==> src/design/adddp_pkg.sv <==
// shared types and constants of the add instruction datapath
// Operation
// - register immediate add, first register kept
// - storage immediate add writes back storage
// - immediate after appended word when mode 1x
// - word carry from bit fifteen carry out
// - overflow cleared, set outside signed word range
// - overflow keeps low bits, carry holds sign
// - even, negative, zero follow stored result
// - byte add, bit twelve picks destination
// - byte carry and overflow use byte range
// - byte immediate sign extended then added
// - add carry indicator into second register
// - add carry keeps even, updates negative
// - add carry zero only stays or clears
// - problem state unassigned access raises protect
// - read-only operand write raises protect, terminates
// - address past installed storage raises invalid
// - suppressed leaves state, terminated may not
package adddp_pkg;
    typedef enum logic [2:0] {
        ADD_ADDRESS_REG = 3'h0,
        ADD_ADDRESS_STO = 3'h1,
        ADD_BYTE = 3'h2,
        ADD_BYTE_IMM = 3'h3,
        ADD_CARRY_REG = 3'h4
    } adddp_op_type;

    // instruction as handed over by the sequencer
    typedef struct packed {
        adddp_op_type op;
        logic [15:0] word0;
        logic [15:0] word1;
        logic [15:0] word2;
        logic [15:0] effAddr;
        logic [15:0] fetchAddr;
        logic fetchUnassigned;
        logic problemState;
    } adddp_req_type;

    typedef struct packed {
        logic protect;
        logic invalidAddr;
        logic terminated;
    } adddp_check_type;

    typedef struct packed {
        logic carry;
        logic overflow;
        logic even;
        logic negative;
        logic zero;
    } adddp_flags_type;

    // instruction fields, instruction bit 0 is word bit 15
    localparam int FIRST_REG_LSB = 8;
    localparam int SECOND_REG_LSB = 5;
    localparam int APPEND_MODE_BIT = 5;
    localparam int DEST_STORAGE_BIT = 3;
    localparam int BYTE_W = 8;
    localparam logic [16:0] BYTES_PER_WORD = 17'h00002;

    // software port map
    localparam logic [3:0] IDX_STATUS = 4'h0;
    localparam logic [3:0] IDX_MASK = 4'h1;
    localparam logic [3:0] IDX_LIMIT = 4'h2;
    localparam logic [3:0] IDX_FLAGS = 4'h3;
    localparam int GPR_BASE_BIT = 3;

    // status and mask layout
    localparam int ST_PROTECT = 0;
    localparam int ST_INVALID = 1;
    localparam int ST_OVERFLOW = 2;
    localparam int ST_DONE = 3;
    localparam int ST_W = 4;

    localparam logic [15:0] LIMIT_RESET = 16'hFFFF;
    localparam logic [ST_W-1:0] MASK_RESET = 4'h0;
endpackage

==> src/design/adddp_core.sv <==
// add instruction execution datapath with registers and indicators
`timescale 1ns/1ps
`default_nettype none
module adddp_core #(
    parameter int WIDTH = 16
) (
    // clock and reset
    input wire logic ref_clk,
    input wire logic rst,
    // instruction from sequencer
    input wire logic start,
    input wire adddp_pkg::adddp_req_type req,
    output logic busy,
    output logic done,
    output adddp_pkg::adddp_check_type check,
    output adddp_pkg::adddp_flags_type flags,
    // main storage
    output logic memReq,
    output logic memWrite,
    output logic memByte,
    output logic [15:0] memAddr,
    output logic [WIDTH-1:0] memWdata,
    input wire logic memAck,
    input wire logic [WIDTH-1:0] memRdata,
    input wire logic memUnassigned,
    input wire logic memReadOnly,
    // software port
    input wire logic [3:0] swAddr,
    input wire logic [15:0] swWdata,
    input wire logic swWrite,
    input wire logic swRead,
    output logic [15:0] swRdata,
    output logic irq
);
    typedef enum logic [2:0] {
        S_IDLE = 3'b000,
        S_CHECK = 3'b001,
        S_READ = 3'b010,
        S_WRITE = 3'b011,
        S_COMMIT = 3'b100
    } adddp_state_type;

    adddp_state_type state_q;
    adddp_pkg::adddp_req_type req_q;
    logic [WIDTH-1:0] gpr_q [8];
    logic [WIDTH-1:0] memData_q;
    logic [15:0] limit_q;
    logic [adddp_pkg::ST_W-1:0] status_q;
    logic [adddp_pkg::ST_W-1:0] mask_q;
    logic errProt_q;
    logic errInv_q;

    // instruction length in words
    function automatic logic [16:0] instr_words(input adddp_pkg::adddp_req_type r);
        logic [16:0] n;
        n = 17'h00001;
        unique case (r.op)
            adddp_pkg::ADD_ADDRESS_REG, adddp_pkg::ADD_BYTE: n = 17'h00002;
            adddp_pkg::ADD_ADDRESS_STO:
                n = r.word0[adddp_pkg::APPEND_MODE_BIT] ? 17'h00003 : 17'h00002;
            adddp_pkg::ADD_BYTE_IMM, adddp_pkg::ADD_CARRY_REG: n = 17'h00001;
        endcase
        return n;
    endfunction

    // register number from a three-bit field
    function automatic logic [2:0] reg_field(input logic [15:0] w, input int lsb);
        return w[lsb +: 3];
    endfunction

    logic [2:0] firstReg;
    logic [2:0] secondReg;
    logic usesStorage;
    logic destStorage;
    logic byteMode;
    logic [16:0] lastFetch;
    logic [16:0] lastOperand;
    logic fetchInvalid;
    logic fetchProtect;
    logic [WIDTH-1:0] memOperand;
    logic [WIDTH-1:0] opA;
    logic [WIDTH-1:0] opB;
    logic cin;
    logic [WIDTH-1:0] sum;
    logic carryOut;
    logic overflow;
    logic [WIDTH-1:0] resBits;
    logic resNeg;
    logic resZero;
    logic commit;

    // decode of the latched instruction
    always_comb begin
        firstReg = reg_field(req_q.word0, adddp_pkg::FIRST_REG_LSB);
        secondReg = reg_field(req_q.word0, adddp_pkg::SECOND_REG_LSB);
        usesStorage = (req_q.op == adddp_pkg::ADD_ADDRESS_STO) ||
                      (req_q.op == adddp_pkg::ADD_BYTE);
        destStorage = (req_q.op == adddp_pkg::ADD_ADDRESS_STO) ||
                      ((req_q.op == adddp_pkg::ADD_BYTE) &&
                       req_q.word0[adddp_pkg::DEST_STORAGE_BIT]);
        byteMode = (req_q.op == adddp_pkg::ADD_BYTE);
    end

    // bounds against installed storage, byte addresses
    always_comb begin
        lastFetch = {1'b0, req_q.fetchAddr} +
                    17'(instr_words(req_q) * adddp_pkg::BYTES_PER_WORD) - 17'h00001;
        lastOperand = {1'b0, req_q.effAddr} + (byteMode ? 17'h00000 : 17'h00001);
        fetchInvalid = (lastFetch > {1'b0, limit_q}) ||
                       (usesStorage && (lastOperand > {1'b0, limit_q}));
        fetchProtect = req_q.problemState && req_q.fetchUnassigned;
    end

    // operand selection into the shared adder
    always_comb begin
        memOperand = (state_q == S_READ) ? memRdata : memData_q;
        opA = gpr_q[firstReg];
        opB = req_q.word1;
        cin = 1'b0;
        unique case (req_q.op)
            adddp_pkg::ADD_ADDRESS_REG: begin
                opA = gpr_q[firstReg];
                opB = req_q.word1;
            end
            adddp_pkg::ADD_ADDRESS_STO: begin
                opA = memOperand;
                // appended address word pushes the immediate to word two
                opB = req_q.word0[adddp_pkg::APPEND_MODE_BIT] ?
                      req_q.word2 : req_q.word1;
            end
            adddp_pkg::ADD_BYTE: begin
                opA = gpr_q[firstReg];
                opB = {{(WIDTH-adddp_pkg::BYTE_W){1'b0}}, memOperand[adddp_pkg::BYTE_W-1:0]};
            end
            adddp_pkg::ADD_BYTE_IMM: begin
                opA = gpr_q[firstReg];
                opB = {{(WIDTH-adddp_pkg::BYTE_W){req_q.word0[adddp_pkg::BYTE_W-1]}},
                       req_q.word0[adddp_pkg::BYTE_W-1:0]};
            end
            adddp_pkg::ADD_CARRY_REG: begin
                opA = gpr_q[secondReg];
                opB = '0;
                cin = flags.carry;
            end
        endcase
    end

    adddp_adder #(
        .WIDTH(WIDTH)
    ) u_adder (
        .a(opA),
        .b(opB),
        .cin(cin),
        .byteMode(byteMode),
        .sum(sum),
        .carryOut(carryOut),
        .overflow(overflow)
    );

    // result view for even, negative and zero
    always_comb begin
        resBits = byteMode ? {{(WIDTH-adddp_pkg::BYTE_W){1'b0}},
                              sum[adddp_pkg::BYTE_W-1:0]} : sum;
        resNeg = byteMode ? sum[adddp_pkg::BYTE_W-1] : sum[WIDTH-1];
        resZero = (resBits == '0);
        commit = (state_q == S_COMMIT) && !errProt_q && !errInv_q;
    end

    // sequencing of one instruction
    always_ff @(posedge ref_clk) begin
        if (rst) begin
            state_q <= S_IDLE;
            req_q <= '0;
            memData_q <= '0;
            errProt_q <= 1'b0;
            errInv_q <= 1'b0;
        end else begin
            unique case (state_q)
                S_IDLE: begin
                    if (start) begin
                        req_q <= req;
                        errProt_q <= 1'b0;
                        errInv_q <= 1'b0;
                        state_q <= S_CHECK;
                    end
                end
                S_CHECK: begin
                    // failing here suppresses, except a bad byte add address: nothing is modified yet
                    if (fetchProtect || fetchInvalid) begin
                        errProt_q <= fetchProtect;
                        errInv_q <= fetchInvalid;
                        state_q <= S_COMMIT;
                    end else if (usesStorage) begin
                        state_q <= S_READ;
                    end else begin
                        state_q <= S_COMMIT;
                    end
                end
                S_READ: begin
                    if (memAck) begin
                        memData_q <= memRdata;
                        if (req_q.problemState && memUnassigned) begin
                            errProt_q <= 1'b1;
                            state_q <= S_COMMIT;
                        end else if (destStorage && req_q.problemState && memReadOnly) begin
                            errProt_q <= 1'b1;
                            state_q <= S_COMMIT;
                        end else if (destStorage) begin
                            state_q <= S_WRITE;
                        end else begin
                            state_q <= S_COMMIT;
                        end
                    end
                end
                S_WRITE: begin
                    if (memAck) begin
                        state_q <= S_COMMIT;
                    end
                end
                S_COMMIT: begin
                    state_q <= S_IDLE;
                end
                default: begin
                    state_q <= S_IDLE;
                end
            endcase
        end
    end

    // storage request, held until acknowledged
    always_ff @(posedge ref_clk) begin
        if (rst) begin
            memReq <= 1'b0;
            memWrite <= 1'b0;
            memByte <= 1'b0;
            memAddr <= '0;
            memWdata <= '0;
        end else if (state_q == S_CHECK && usesStorage && !fetchProtect && !fetchInvalid) begin
            memReq <= 1'b1;
            memWrite <= 1'b0;
            memByte <= byteMode;
            memAddr <= req_q.effAddr;
        end else if (state_q == S_READ && memAck) begin
            memReq <= destStorage && !(req_q.problemState && (memUnassigned || memReadOnly));
            memWrite <= 1'b1;
            memWdata <= byteMode ? resBits : sum;
        end else if (state_q == S_WRITE && memAck) begin
            memReq <= 1'b0;
            memWrite <= 1'b0;
        end
    end

    // general registers: datapath wins over software writes
    always_ff @(posedge ref_clk) begin
        if (rst) begin
            for (int i = 0; i < 8; i++) begin
                gpr_q[i] <= '0;
            end
        end else if (commit && !destStorage) begin
            unique case (req_q.op)
                adddp_pkg::ADD_ADDRESS_REG: gpr_q[secondReg] <= sum;
                adddp_pkg::ADD_BYTE: gpr_q[firstReg] <= sum;
                adddp_pkg::ADD_BYTE_IMM: gpr_q[firstReg] <= sum;
                adddp_pkg::ADD_CARRY_REG: gpr_q[secondReg] <= sum;
                default: gpr_q[firstReg] <= gpr_q[firstReg];
            endcase
        end else if (swWrite && swAddr[adddp_pkg::GPR_BASE_BIT]) begin
            gpr_q[swAddr[2:0]] <= swWdata;
        end
    end

    // indicators follow the result of each completed add; add carry keeps even and only clears zero
    always_ff @(posedge ref_clk) begin
        if (rst) begin
            flags <= '0;
        end else if (commit) begin
            flags.carry <= carryOut;
            flags.overflow <= overflow;
            flags.negative <= resNeg;
            if (req_q.op != adddp_pkg::ADD_CARRY_REG) begin
                flags.even <= ~resBits[0];
                flags.zero <= resZero;
            end else begin
                // multiword zero test: a clear zero never sets again
                flags.zero <= flags.zero & resZero;
            end
        end
    end

    // completion pulse and check report
    always_ff @(posedge ref_clk) begin
        if (rst) begin
            done <= 1'b0;
            check <= '0;
        end else begin
            done <= (state_q == S_COMMIT);
            if (state_q == S_COMMIT) begin
                check.protect <= errProt_q;
                check.invalidAddr <= errInv_q;
                // protect found at the operand read terminates; fetch-stage checks
                // suppress, except a bad byte add address, which always terminates
                check.terminated <= (errProt_q && !fetchProtect) ||
                                    (errInv_q && req_q.op == adddp_pkg::ADD_BYTE);
            end
        end
    end

    // sticky status, set wins over write-one-to-clear
    always_ff @(posedge ref_clk) begin
        if (rst) begin
            status_q <= '0;
            mask_q <= adddp_pkg::MASK_RESET;
            limit_q <= adddp_pkg::LIMIT_RESET;
        end else begin
            status_q <= (status_q & ~((swWrite && swAddr == adddp_pkg::IDX_STATUS) ?
                                      swWdata[adddp_pkg::ST_W-1:0] : '0)) |
                        {state_q == S_COMMIT, commit && overflow,
                         state_q == S_COMMIT && errInv_q, state_q == S_COMMIT && errProt_q};
            if (swWrite && swAddr == adddp_pkg::IDX_MASK) begin
                mask_q <= swWdata[adddp_pkg::ST_W-1:0];
            end
            if (swWrite && swAddr == adddp_pkg::IDX_LIMIT) begin
                limit_q <= swWdata;
            end
        end
    end

    // read data one cycle after the strobe, zero when idle
    always_ff @(posedge ref_clk) begin
        if (rst) begin
            swRdata <= '0;
        end else if (!swRead) begin
            swRdata <= '0;
        end else if (swAddr[adddp_pkg::GPR_BASE_BIT]) begin
            swRdata <= gpr_q[swAddr[2:0]];
        end else begin
            unique case (swAddr)
                adddp_pkg::IDX_STATUS: swRdata <= 16'(status_q);
                adddp_pkg::IDX_MASK: swRdata <= 16'(mask_q);
                adddp_pkg::IDX_LIMIT: swRdata <= limit_q;
                adddp_pkg::IDX_FLAGS: swRdata <= 16'(flags);
                default: swRdata <= '0;
            endcase
        end
    end

    assign busy = (state_q != S_IDLE);
    assign irq = |(status_q & mask_q);

    a_carry_word: assert property (@(posedge ref_clk) disable iff (rst)
        commit && !byteMode |=> flags.carry == $past(
            ({1'b0, opA} + {1'b0, opB} + {16'h0000, cin}) > 17'h0FFFF))
        else $error("word carry wrong");
    a_ovf_range: assert property (@(posedge ref_clk) disable iff (rst)
        commit && !byteMode |=> flags.overflow == $past(
            ($signed(opA) + $signed(opB) + $signed({1'b0, cin})) > 32767 ||
            ($signed(opA) + $signed(opB) + $signed({1'b0, cin})) < -32768))
        else $error("word overflow wrong");
    a_first_kept: assert property (@(posedge ref_clk) disable iff (rst)
        commit && req_q.op == adddp_pkg::ADD_ADDRESS_REG && firstReg != secondReg
        |=> gpr_q[$past(firstReg)] == $past(gpr_q[firstReg]) &&
            gpr_q[$past(secondReg)] == $past(sum))
        else $error("register immediate add wrong");
    a_even_kept: assert property (@(posedge ref_clk) disable iff (rst)
        commit && req_q.op == adddp_pkg::ADD_CARRY_REG |=> $stable(flags.even))
        else $error("add carry changed even");
    a_zero_clear: assert property (@(posedge ref_clk) disable iff (rst)
        commit && req_q.op == adddp_pkg::ADD_CARRY_REG && !flags.zero |=> !flags.zero)
        else $error("zero set by add carry");
    a_fetch_prot: assert property (@(posedge ref_clk) disable iff (rst)
        state_q == S_CHECK && fetchProtect |=> ##1 done && check.protect)
        else $error("fetch protect not reported");
    a_bad_addr: assert property (@(posedge ref_clk) disable iff (rst)
        state_q == S_CHECK && fetchInvalid |=> ##1 done && check.invalidAddr)
        else $error("invalid address not reported");
    a_suppress_quiet: assert property (@(posedge ref_clk) disable iff (rst)
        state_q == S_CHECK && (fetchProtect || fetchInvalid) |=> !memReq [*2])
        else $error("suppressed add touched storage");
    a_ro_nowrite: assert property (@(posedge ref_clk) disable iff (rst)
        state_q == S_READ && memAck && req_q.problemState && memReadOnly && destStorage
        |=> !memReq ##1 check.protect && check.terminated)
        else $error("read-only operand written");
endmodule
`default_nettype wire

==> src/design/adddp_adder.sv <==
// shared byte or word two's-complement adder
`timescale 1ns/1ps
`default_nettype none
module adddp_adder #(
    parameter int WIDTH = 16
) (
    // operands
    input wire logic [WIDTH-1:0] a,
    input wire logic [WIDTH-1:0] b,
    input wire logic cin,
    input wire logic byteMode,
    // result
    output logic [WIDTH-1:0] sum,
    output logic carryOut,
    output logic overflow
);
    localparam int H = WIDTH / 2;
    logic [WIDTH:0] full;
    logic [H:0] low;

    // separate word and low-half byte sums; byte mode keeps upper half of a
    always_comb begin
        full = {1'b0, a} + {1'b0, b} + {{WIDTH{1'b0}}, cin};
        low = {1'b0, a[H-1:0]} + {1'b0, b[H-1:0]} + {{H{1'b0}}, cin};
        if (byteMode) begin
            sum = {a[WIDTH-1:H], low[H-1:0]};
            carryOut = low[H];
            overflow = (a[H-1] == b[H-1]) && (low[H-1] != a[H-1]);
        end else begin
            sum = full[WIDTH-1:0];
            // on overflow the carry out equals the true sign
            carryOut = full[WIDTH];
            overflow = (a[WIDTH-1] == b[WIDTH-1]) && (full[WIDTH-1] != a[WIDTH-1]);
        end
    end
endmodule
`default_nettype wire

==> config.mk <==
export PLATFORM = sky130hd
export DESIGN_NAME = adddp_core
export DESIGN_NICKNAME = d
export VERILOG_FILES = /design/src/design/adddp_pkg.sv /design/src/design/adddp_core.sv /design/src/design/adddp_adder.sv
export SDC_FILE = /design/constraint.sdc
export NUM_CORES = 1
export LEC_CHECK = 0
export BUFFER_PORTS_ARGS = -buffer_cell sky130_fd_sc_hd__buf_2
export CORE_MARGIN = 1
export CORE_UTILIZATION = 40
export DETAILED_ROUTE_END_ITERATION = 7
export PLACE_DENSITY = 0.63
export RECOVER_POWER = 100
export SLEW_MARGIN = 20
export SYNTH_ARGS = -nofsm -noshare
export SYNTH_HDL_FRONTEND = slang
export SYNTH_SLANG_ARGS = --single-unit
==> constraint.sdc <==
create_clock -name ref_clk -period 8.3 [get_ports ref_clk]
set_clock_uncertainty 0.05 [all_clocks]
set_input_delay 0.83 -clock ref_clk [delete_from_list [all_inputs] [get_ports ref_clk]]
set_output_delay 0.83 -clock ref_clk [all_outputs]
set_load 0.005 [all_outputs]
[Word level (Yosys, flattened, before mapping)]
Memory sizes are Yosys's and may differ from the RTL's. A register that Yosys moved wholly into a read port is not among the register bits.
Cells that the tools add are included.
Storage, ports and cells
  bits in registers: 185
  RAM bits: 128
  bits of input ports: 129
  output and inout bits: 62
  word-level logic and storage cells: 218
  memories kept: 1
Operators by class
  add/sub/neg operators: 7
  magnitude comparators: 2
  eq/ne operators: 21
  mux-type cells: 81
  bitwise gates (word level): 11
  reductions and logical operators: 65
Memories
  gpr_q: depth 8, width 16, read ports 3, clocked after Yosys merged registers in 2, write ports 8, line adddp_core.sv:45  | logic [WIDTH-1:0] gpr_q [8];
Operators with widths (number)
  $mux 16: 12
  $pmux 16 s3: 2
  $pmux 16 s5: 1
  $pmux 16 s4: 1
  $reduce_or 16->1: 3
  $mux 1: 46
  $mux 3: 15
  $gt 17x16->1: 2
  $logic_and 1x1->1: 27
  $add 16x1->17: 1
  $add 16x16->17: 1
  $add 16x17->17: 1
  $add 17x1->17: 1
  $sub 17x1->17 const B: 1
  $logic_not 16->1: 1
  $eq 3x2->1 const B: 4
  $pmux 3 s4: 1
  $add 8x8->9: 1
  $add 9x1->9: 1
  $reduce_bool 3->1: 3
  $and 4x4->4: 2
  $eq 4x2->1 const B: 2
  $ne 2x2->1 const B: 4
  $reduce_and 2->1: 4
  other kinds (25): 50

[Logic depth before layout (Yosys ltp)]
  depth in word-level cells: 13
  gate-level depth with buffers: 29
  gate-level depth less buffers: 25

[Hierarchy]
A second synthesis with hierarchy kept.
Unflattened totals
  cells, all modules: 1949
  area, all modules: 18453.9 um^2
By module, submodules not included
  adddp_core: times used 1, cells an instance 1814, area an instance 17519.3 um^2, sequential area each 7667.4 um^2
  adddp_adder: times used 1, cells an instance 135, area an instance 934.6 um^2, sequential area each 0.0 um^2

[Worst setup path before layout]
No wires, ideal clock.
  path type: register -> register
  start point: register req_q[82] (netlist name)
  end point: register memAddr[10]
  setup time: 0.128 ns
  data arrival time: 5.790 ns
  data required time: 8.122 ns
  slack: 2.332 ns
  cell stages (with the launch flop): 28
  path buffers: 5
  clock period less this slack: 5.968 ns
  cell sequence: dfxtp_1 -> clkbuf_1 -> nand2b_1 -> buf_1 -> nor3b_1 -> clkbuf_1 -> nor2_1 -> ha_1 -> inv_1 -> ha_1 -> fa_1 -> a21o_1 -> a21oi_1 -> o21bai_1 -> nand3_1 -> a21o_1 -> a21oi_1 -> a41oi_1 -> xnor2_1 -> ha_1 -> a2111oi_0 -> o2111a_1 -> o2111ai_1 -> or4b_2 -> buf_2 -> buf_2 -> mux2i_1 -> nor2_1
Between the ends
  longest elaborated chain between the ends: 9
  elaborated cells between the ends (all ways): 21
  classes of those cells: add/sub: 3; order compare: 2; eq/ne: 4; mux: 2; reduce/logical: 10
RTL lines
  from (decl): line adddp_core.sv:44  | adddp_pkg::adddp_req_type req_q;
  from (signal assigned): line adddp_core.sv:181  | req_q <= req;
  $eq 3x3->1, or another cell as far along: line adddp_core.sv:57  | unique case (r.op)
  $reduce_or 2->1: line adddp_core.sv:57
  $pmux 16 s3: line adddp_core.sv:57
  $add 16x17->17: line adddp_core.sv:106  | lastFetch = {1'b0, req_q.fetchAddr} +
  $sub 17x1->17: line adddp_core.sv:107  | 17'(instr_words(req_q) * adddp_pkg::BYTES_PER_WORD) - 17'h00001;
  $gt 17x16->1: line adddp_core.sv:109  | fetchInvalid = (lastFetch > {1'b0, limit_q}) ||
  $logic_or 1x1->1: line adddp_core.sv:109
  $logic_not 1->1: line adddp_core.sv:238  | end else if (state_q == S_CHECK && usesStorage && !fetchProtect && !fetchInvalid) begin
  $logic_and 1x1->1 *: line adddp_core.sv:238
  to (signal assigned): line adddp_core.sv:242  | memAddr <= req_q.effAddr;
  to (decl): line adddp_core.sv:21  | output logic [15:0] memAddr,
Mark *: on every way between the ends. The rest lies on a longest branch, timed or not. The select of a mux whose other input is x is not followed.
A chain may end at the register's enable or synchronous reset.

==> metrics.md <==
| Metric | Value |
|---|---|
| Status | finished, violations left |
| Failing checks | capacitance limit, slew limit |
| Commonest non-fill, non-tap cell in the layout | nand2_1 |
| Flop pwr share | 40.2% |
| Post-synthesis xor/xnor area fraction | 1.75% |
| Vias per inst | 5.83 |
| DRT iter0 DRCs | 1646 |
| Area taken by multi-input logic gates | 9720 um^2 |
| Leak | 0.00810 uW |
| Post-Syn Nets | 2052 |
| Postcts setup bufs | 0 |
| Most used cell, CP | clkbuf_1 |
| Switch share | 30.6% |
| Mean post-synth cell area | 9.75 um^2 |
| Max-cap viol count | 4 |
| Vias in the first global route | 14935 |
| Worst-Skew Late Latency | 0.55 ns |
| Seq/Total Area, Yosys | 42.4% |
| Number of flops mapped to enable cells by yosys | 128 |
| Cts bufs inserted | 37 |
| # hold bufs at CTS | 0 |
| Share of flip-flops with an asynchronous set or reset | 0% |
| Largest family of logic cells by synthesized area | multiplexers |
| Critical path type | input port to flop |
| Worst min-delay path class | flop to flop |
| Design Area, Final | 20600 um^2 |
| Slowest CP cell | clkbuf_1 |
| Setup WS pre-CTS | 1.49 ns |
| Int Pwr | 3080 uW |
| Initial antenna violation count | 0 |
| Clock power frac | 37.8% |
| Die Span X | 215 um |
| Wire per inst | 22.1 um |
| GP Congestion | 0.951 |
| Global Route Usage Sum | 24.7% |
| Reg area | 7670 um^2 |
| Initial Util | 40.7% |
| Setup TNS | 0 ns |
| TritonCTS Sinks | 319 |
| First-pass DRT Iterations | 5 |
| Cells along the critical path | clkbuf_1 -> nor2_1 -> o21ai_0 -> clkbuf_1 -> a21oi_1 -> nor2b_1 -> nand2_1 -> clkbuf_1 -> nand2b_1 |
| Area Growth Syn to Fin | 14.2% |
| Peak VDD IR | 0.128 mV |
| Mapped cell area | 18100 um^2 |
| Vias | 15180 |
| R2R cell count | 23 |
| CP required | 8.30 ns |
| P_sw | 1360 uW |
| Compound-Gate Fraction of Synth Area | 12.9% |
| Critical path capture point type | flop |
| Crit path depth | 9 |
| Nets | 2182 |
| HPWL after DPL | 40.8 mm |
| H-tree Lvls | 2 |
| Synth warn | 0 |
| Die Ht | 215 um |
| Largest net degree at the start of global routing | 84 |
| Critical Path Fanout Max | 57 |
| Max-slew violations | 227 |
| Total Wirelength | 57.4 mm |
| First-pass GRT wire length | 87.3 mm |
| CTS tree | yes |
| Clk slew on worst S/H paths | 0.05 ns |
| Clock buffer depth | 3 |
| RSZ-0062 raised after global routing | false |
| Share of cells above drive strength 1 | 18.6% |
| Post-layout min period | 7.17 ns |
| Pwr/cell area | 215 nW/um^2 |
| Period utilization | 86.4% |
| Row count | 77 |
| Synth Area in Adders | 4.90% |
| Top achievable clock speed | 0.139 GHz |
| Buf/Inv on CP | 3 |
| DP Area | 19500 um^2 |
| Detail Route Antenna Nets | 0 |
| Clock root buffer | clkbuf_16 |
| Syn Inst Count | 1854 |
| # diodes | 0 |
| Core box area | 44400 um^2 |
| Final global-route overflow total | 0 |
| Worst EP arrival | 7.17 ns |
| Post-synth top flop | dfxtp_1 |
| CP Launch Type | input port |
| Hold Violations, Final | 0 |
| DRC viols | 0 |
| Synth Area in Simple Gates | 16.6% |
| Yosys cell types | 81 |
| Worst path max stage delay | 1.89 ns |
| PortBufs | 185 |
| Slew headroom | -148% |
| Slew @ Worst Pin | 3.72 ns |
| Final setup fails | 0 |
| Post-synthesis mux area share | 17.6% |
| Gate power share | 21.9% |
| Commonest cells after routing, fill and taps aside | nand2_1 (315), nor2_1 (238), dfxtp_1 (188), a21oi_1 (165), buf_2 (160) |
| Hold Path Stages | 2 |
| Die Footprint | 46000 um^2 |
| Final Core Density | 46.5% |
| Fillers | 4226 |
| Total power | 4430 uW |
| #FFs+latches synth | 319 |
| Post_cts resized | 0 |
| CP top delay family | buffers and inverters |
| I/O pin count | 191 |
| Worst setup margin | 1.13 ns |
==> synth_stat cells, types with 10 or more instances <==
cell	n	area [um^2]
buf_1	14	52.6
dfxtp_1	191	3820
mux2_2	22	248
nand2_1	316	1190
nor3_1	14	70.1
nand3_1	20	100
edfxtp_1	128	3840
o21ai_0	38	190
a211oi_1	16	120
nor2b_1	11	68.8
xnor2_1	25	219
inv_1	49	184
a21o_1	12	90.1
a22oi_1	19	143
mux4_2	100	2250
nand2b_1	21	131
o21ai_1	15	75.1
a21oi_1	165	826
a221oi_1	10	87.6
clkbuf_1	99	372
ha_1	66	826
nand4_1	11	68.8
and2_1	10	62.6
buf_2	10	50.1
mux2i_1	68	681
nand3b_1	18	135
nor2_1	238	893
xor2_1	11	96.3
==> path summary, 6_finish.rpt <==
kind	start	endpoint	slack (ns)
setup / recovery	rst	gpr_q[2][14]	1.13
hold / removal	memData_q[4]	memData_q[4]	0.40
setup reg to reg	req_q[83]	memAddr[14]	1.19
hold reg to reg	memData_q[4]	memData_q[4]	0.40
==> worst reg2reg max path: stages (launching register included) <==
cell,delay [ns]
dfxtp_1,0.48
nor2_1,0.16
clkbuf_1,0.47
nand2_1,0.41
o21ai_0,0.37
nor2_1,0.12
ha_1,0.30
inv_1,0.04
ha_1,0.22
a211oi_1,0.31
o21ai_0,0.14
a21boi_0,0.38
o21bai_1,0.14
a21oi_1,0.26
o21bai_1,0.09
a21oi_1,0.18
xnor2_1,0.14
ha_1,0.28
a2111oi_0,0.42
o2111a_1,0.27
o2111ai_1,0.25
or4b_2,1.05
mux2i_1,0.26
nor2_1,0.05
==> power groups by stage <==
stage / combinational, uW / sequential [uW] / clock [uW]
after detailed placement: 961 / 1820 / 0
after floorplan: 687 / 1770 / 0
after CTS: 965 / 1780 / 1710
after global placement: 950 / 1810 / 0
after global routing: 1050 / 1790 / 1760
final: 972 / 1780 / 1680
==> logic make-up (layout without fill, tap and decap cells) <==
kind of cell	Yosys count	count (layout)
AND/OR/NAND/NOR	697	697
AO/OA/AOI/OAI	368	368
flip-flops	319	319
multiplexers	190	190
buffers and inverters	175	332
adder cells (fa/ha/maj)	69	69
XOR/XNOR	36	36
==> registers in the layout (all words and copies together) (netlist names), 3 cells and up, named ones only <==
signal / count
mask_q: 4
swRdata: 16
state_q: 3
gpr_q: 128
memWdata: 16
status_q: 4
req_q: 77
memData_q: 16
memAddr: 16
flags: 5
firstReg: 3
check: 3
limit_q: 16
==> routing by layer <==
layer / wire length, um / up-vias / GRT usage, %
li1: - / 6986 / -
met4: 2670 / 0 / 11.3
met2: 26600 / 682 / 39.6
met5: 0 / - / 0
met3: 4500 / 139 / 4.13
met1: 23700 / 7373 / 32.8
==> final cells by class <==
class                           instances  area share, %
Tap cell                              592           3.59
Sequential cell                       319           37.2
Multi-Input combinational cell       1360           47.1
Timing Repair Buffer                  216           5.26
Clock buffer                           43           4.84
Clock inverter                         23           1.15
Inverter                               50          0.909
==> stage by stage <==
| step | cells | hold slack, ns |
|---|---|---|
| global route | 2603 | 0.424 |
| detailed placement | 2537 | 0.396 |
| CTS | 2603 | 0.404 |
| global placement | 2537 | 0.390 |
| finish | 2603 | 0.403 |
| floorplan | 1854 | 0.382 |
Power figures use the tool's default switching activity.
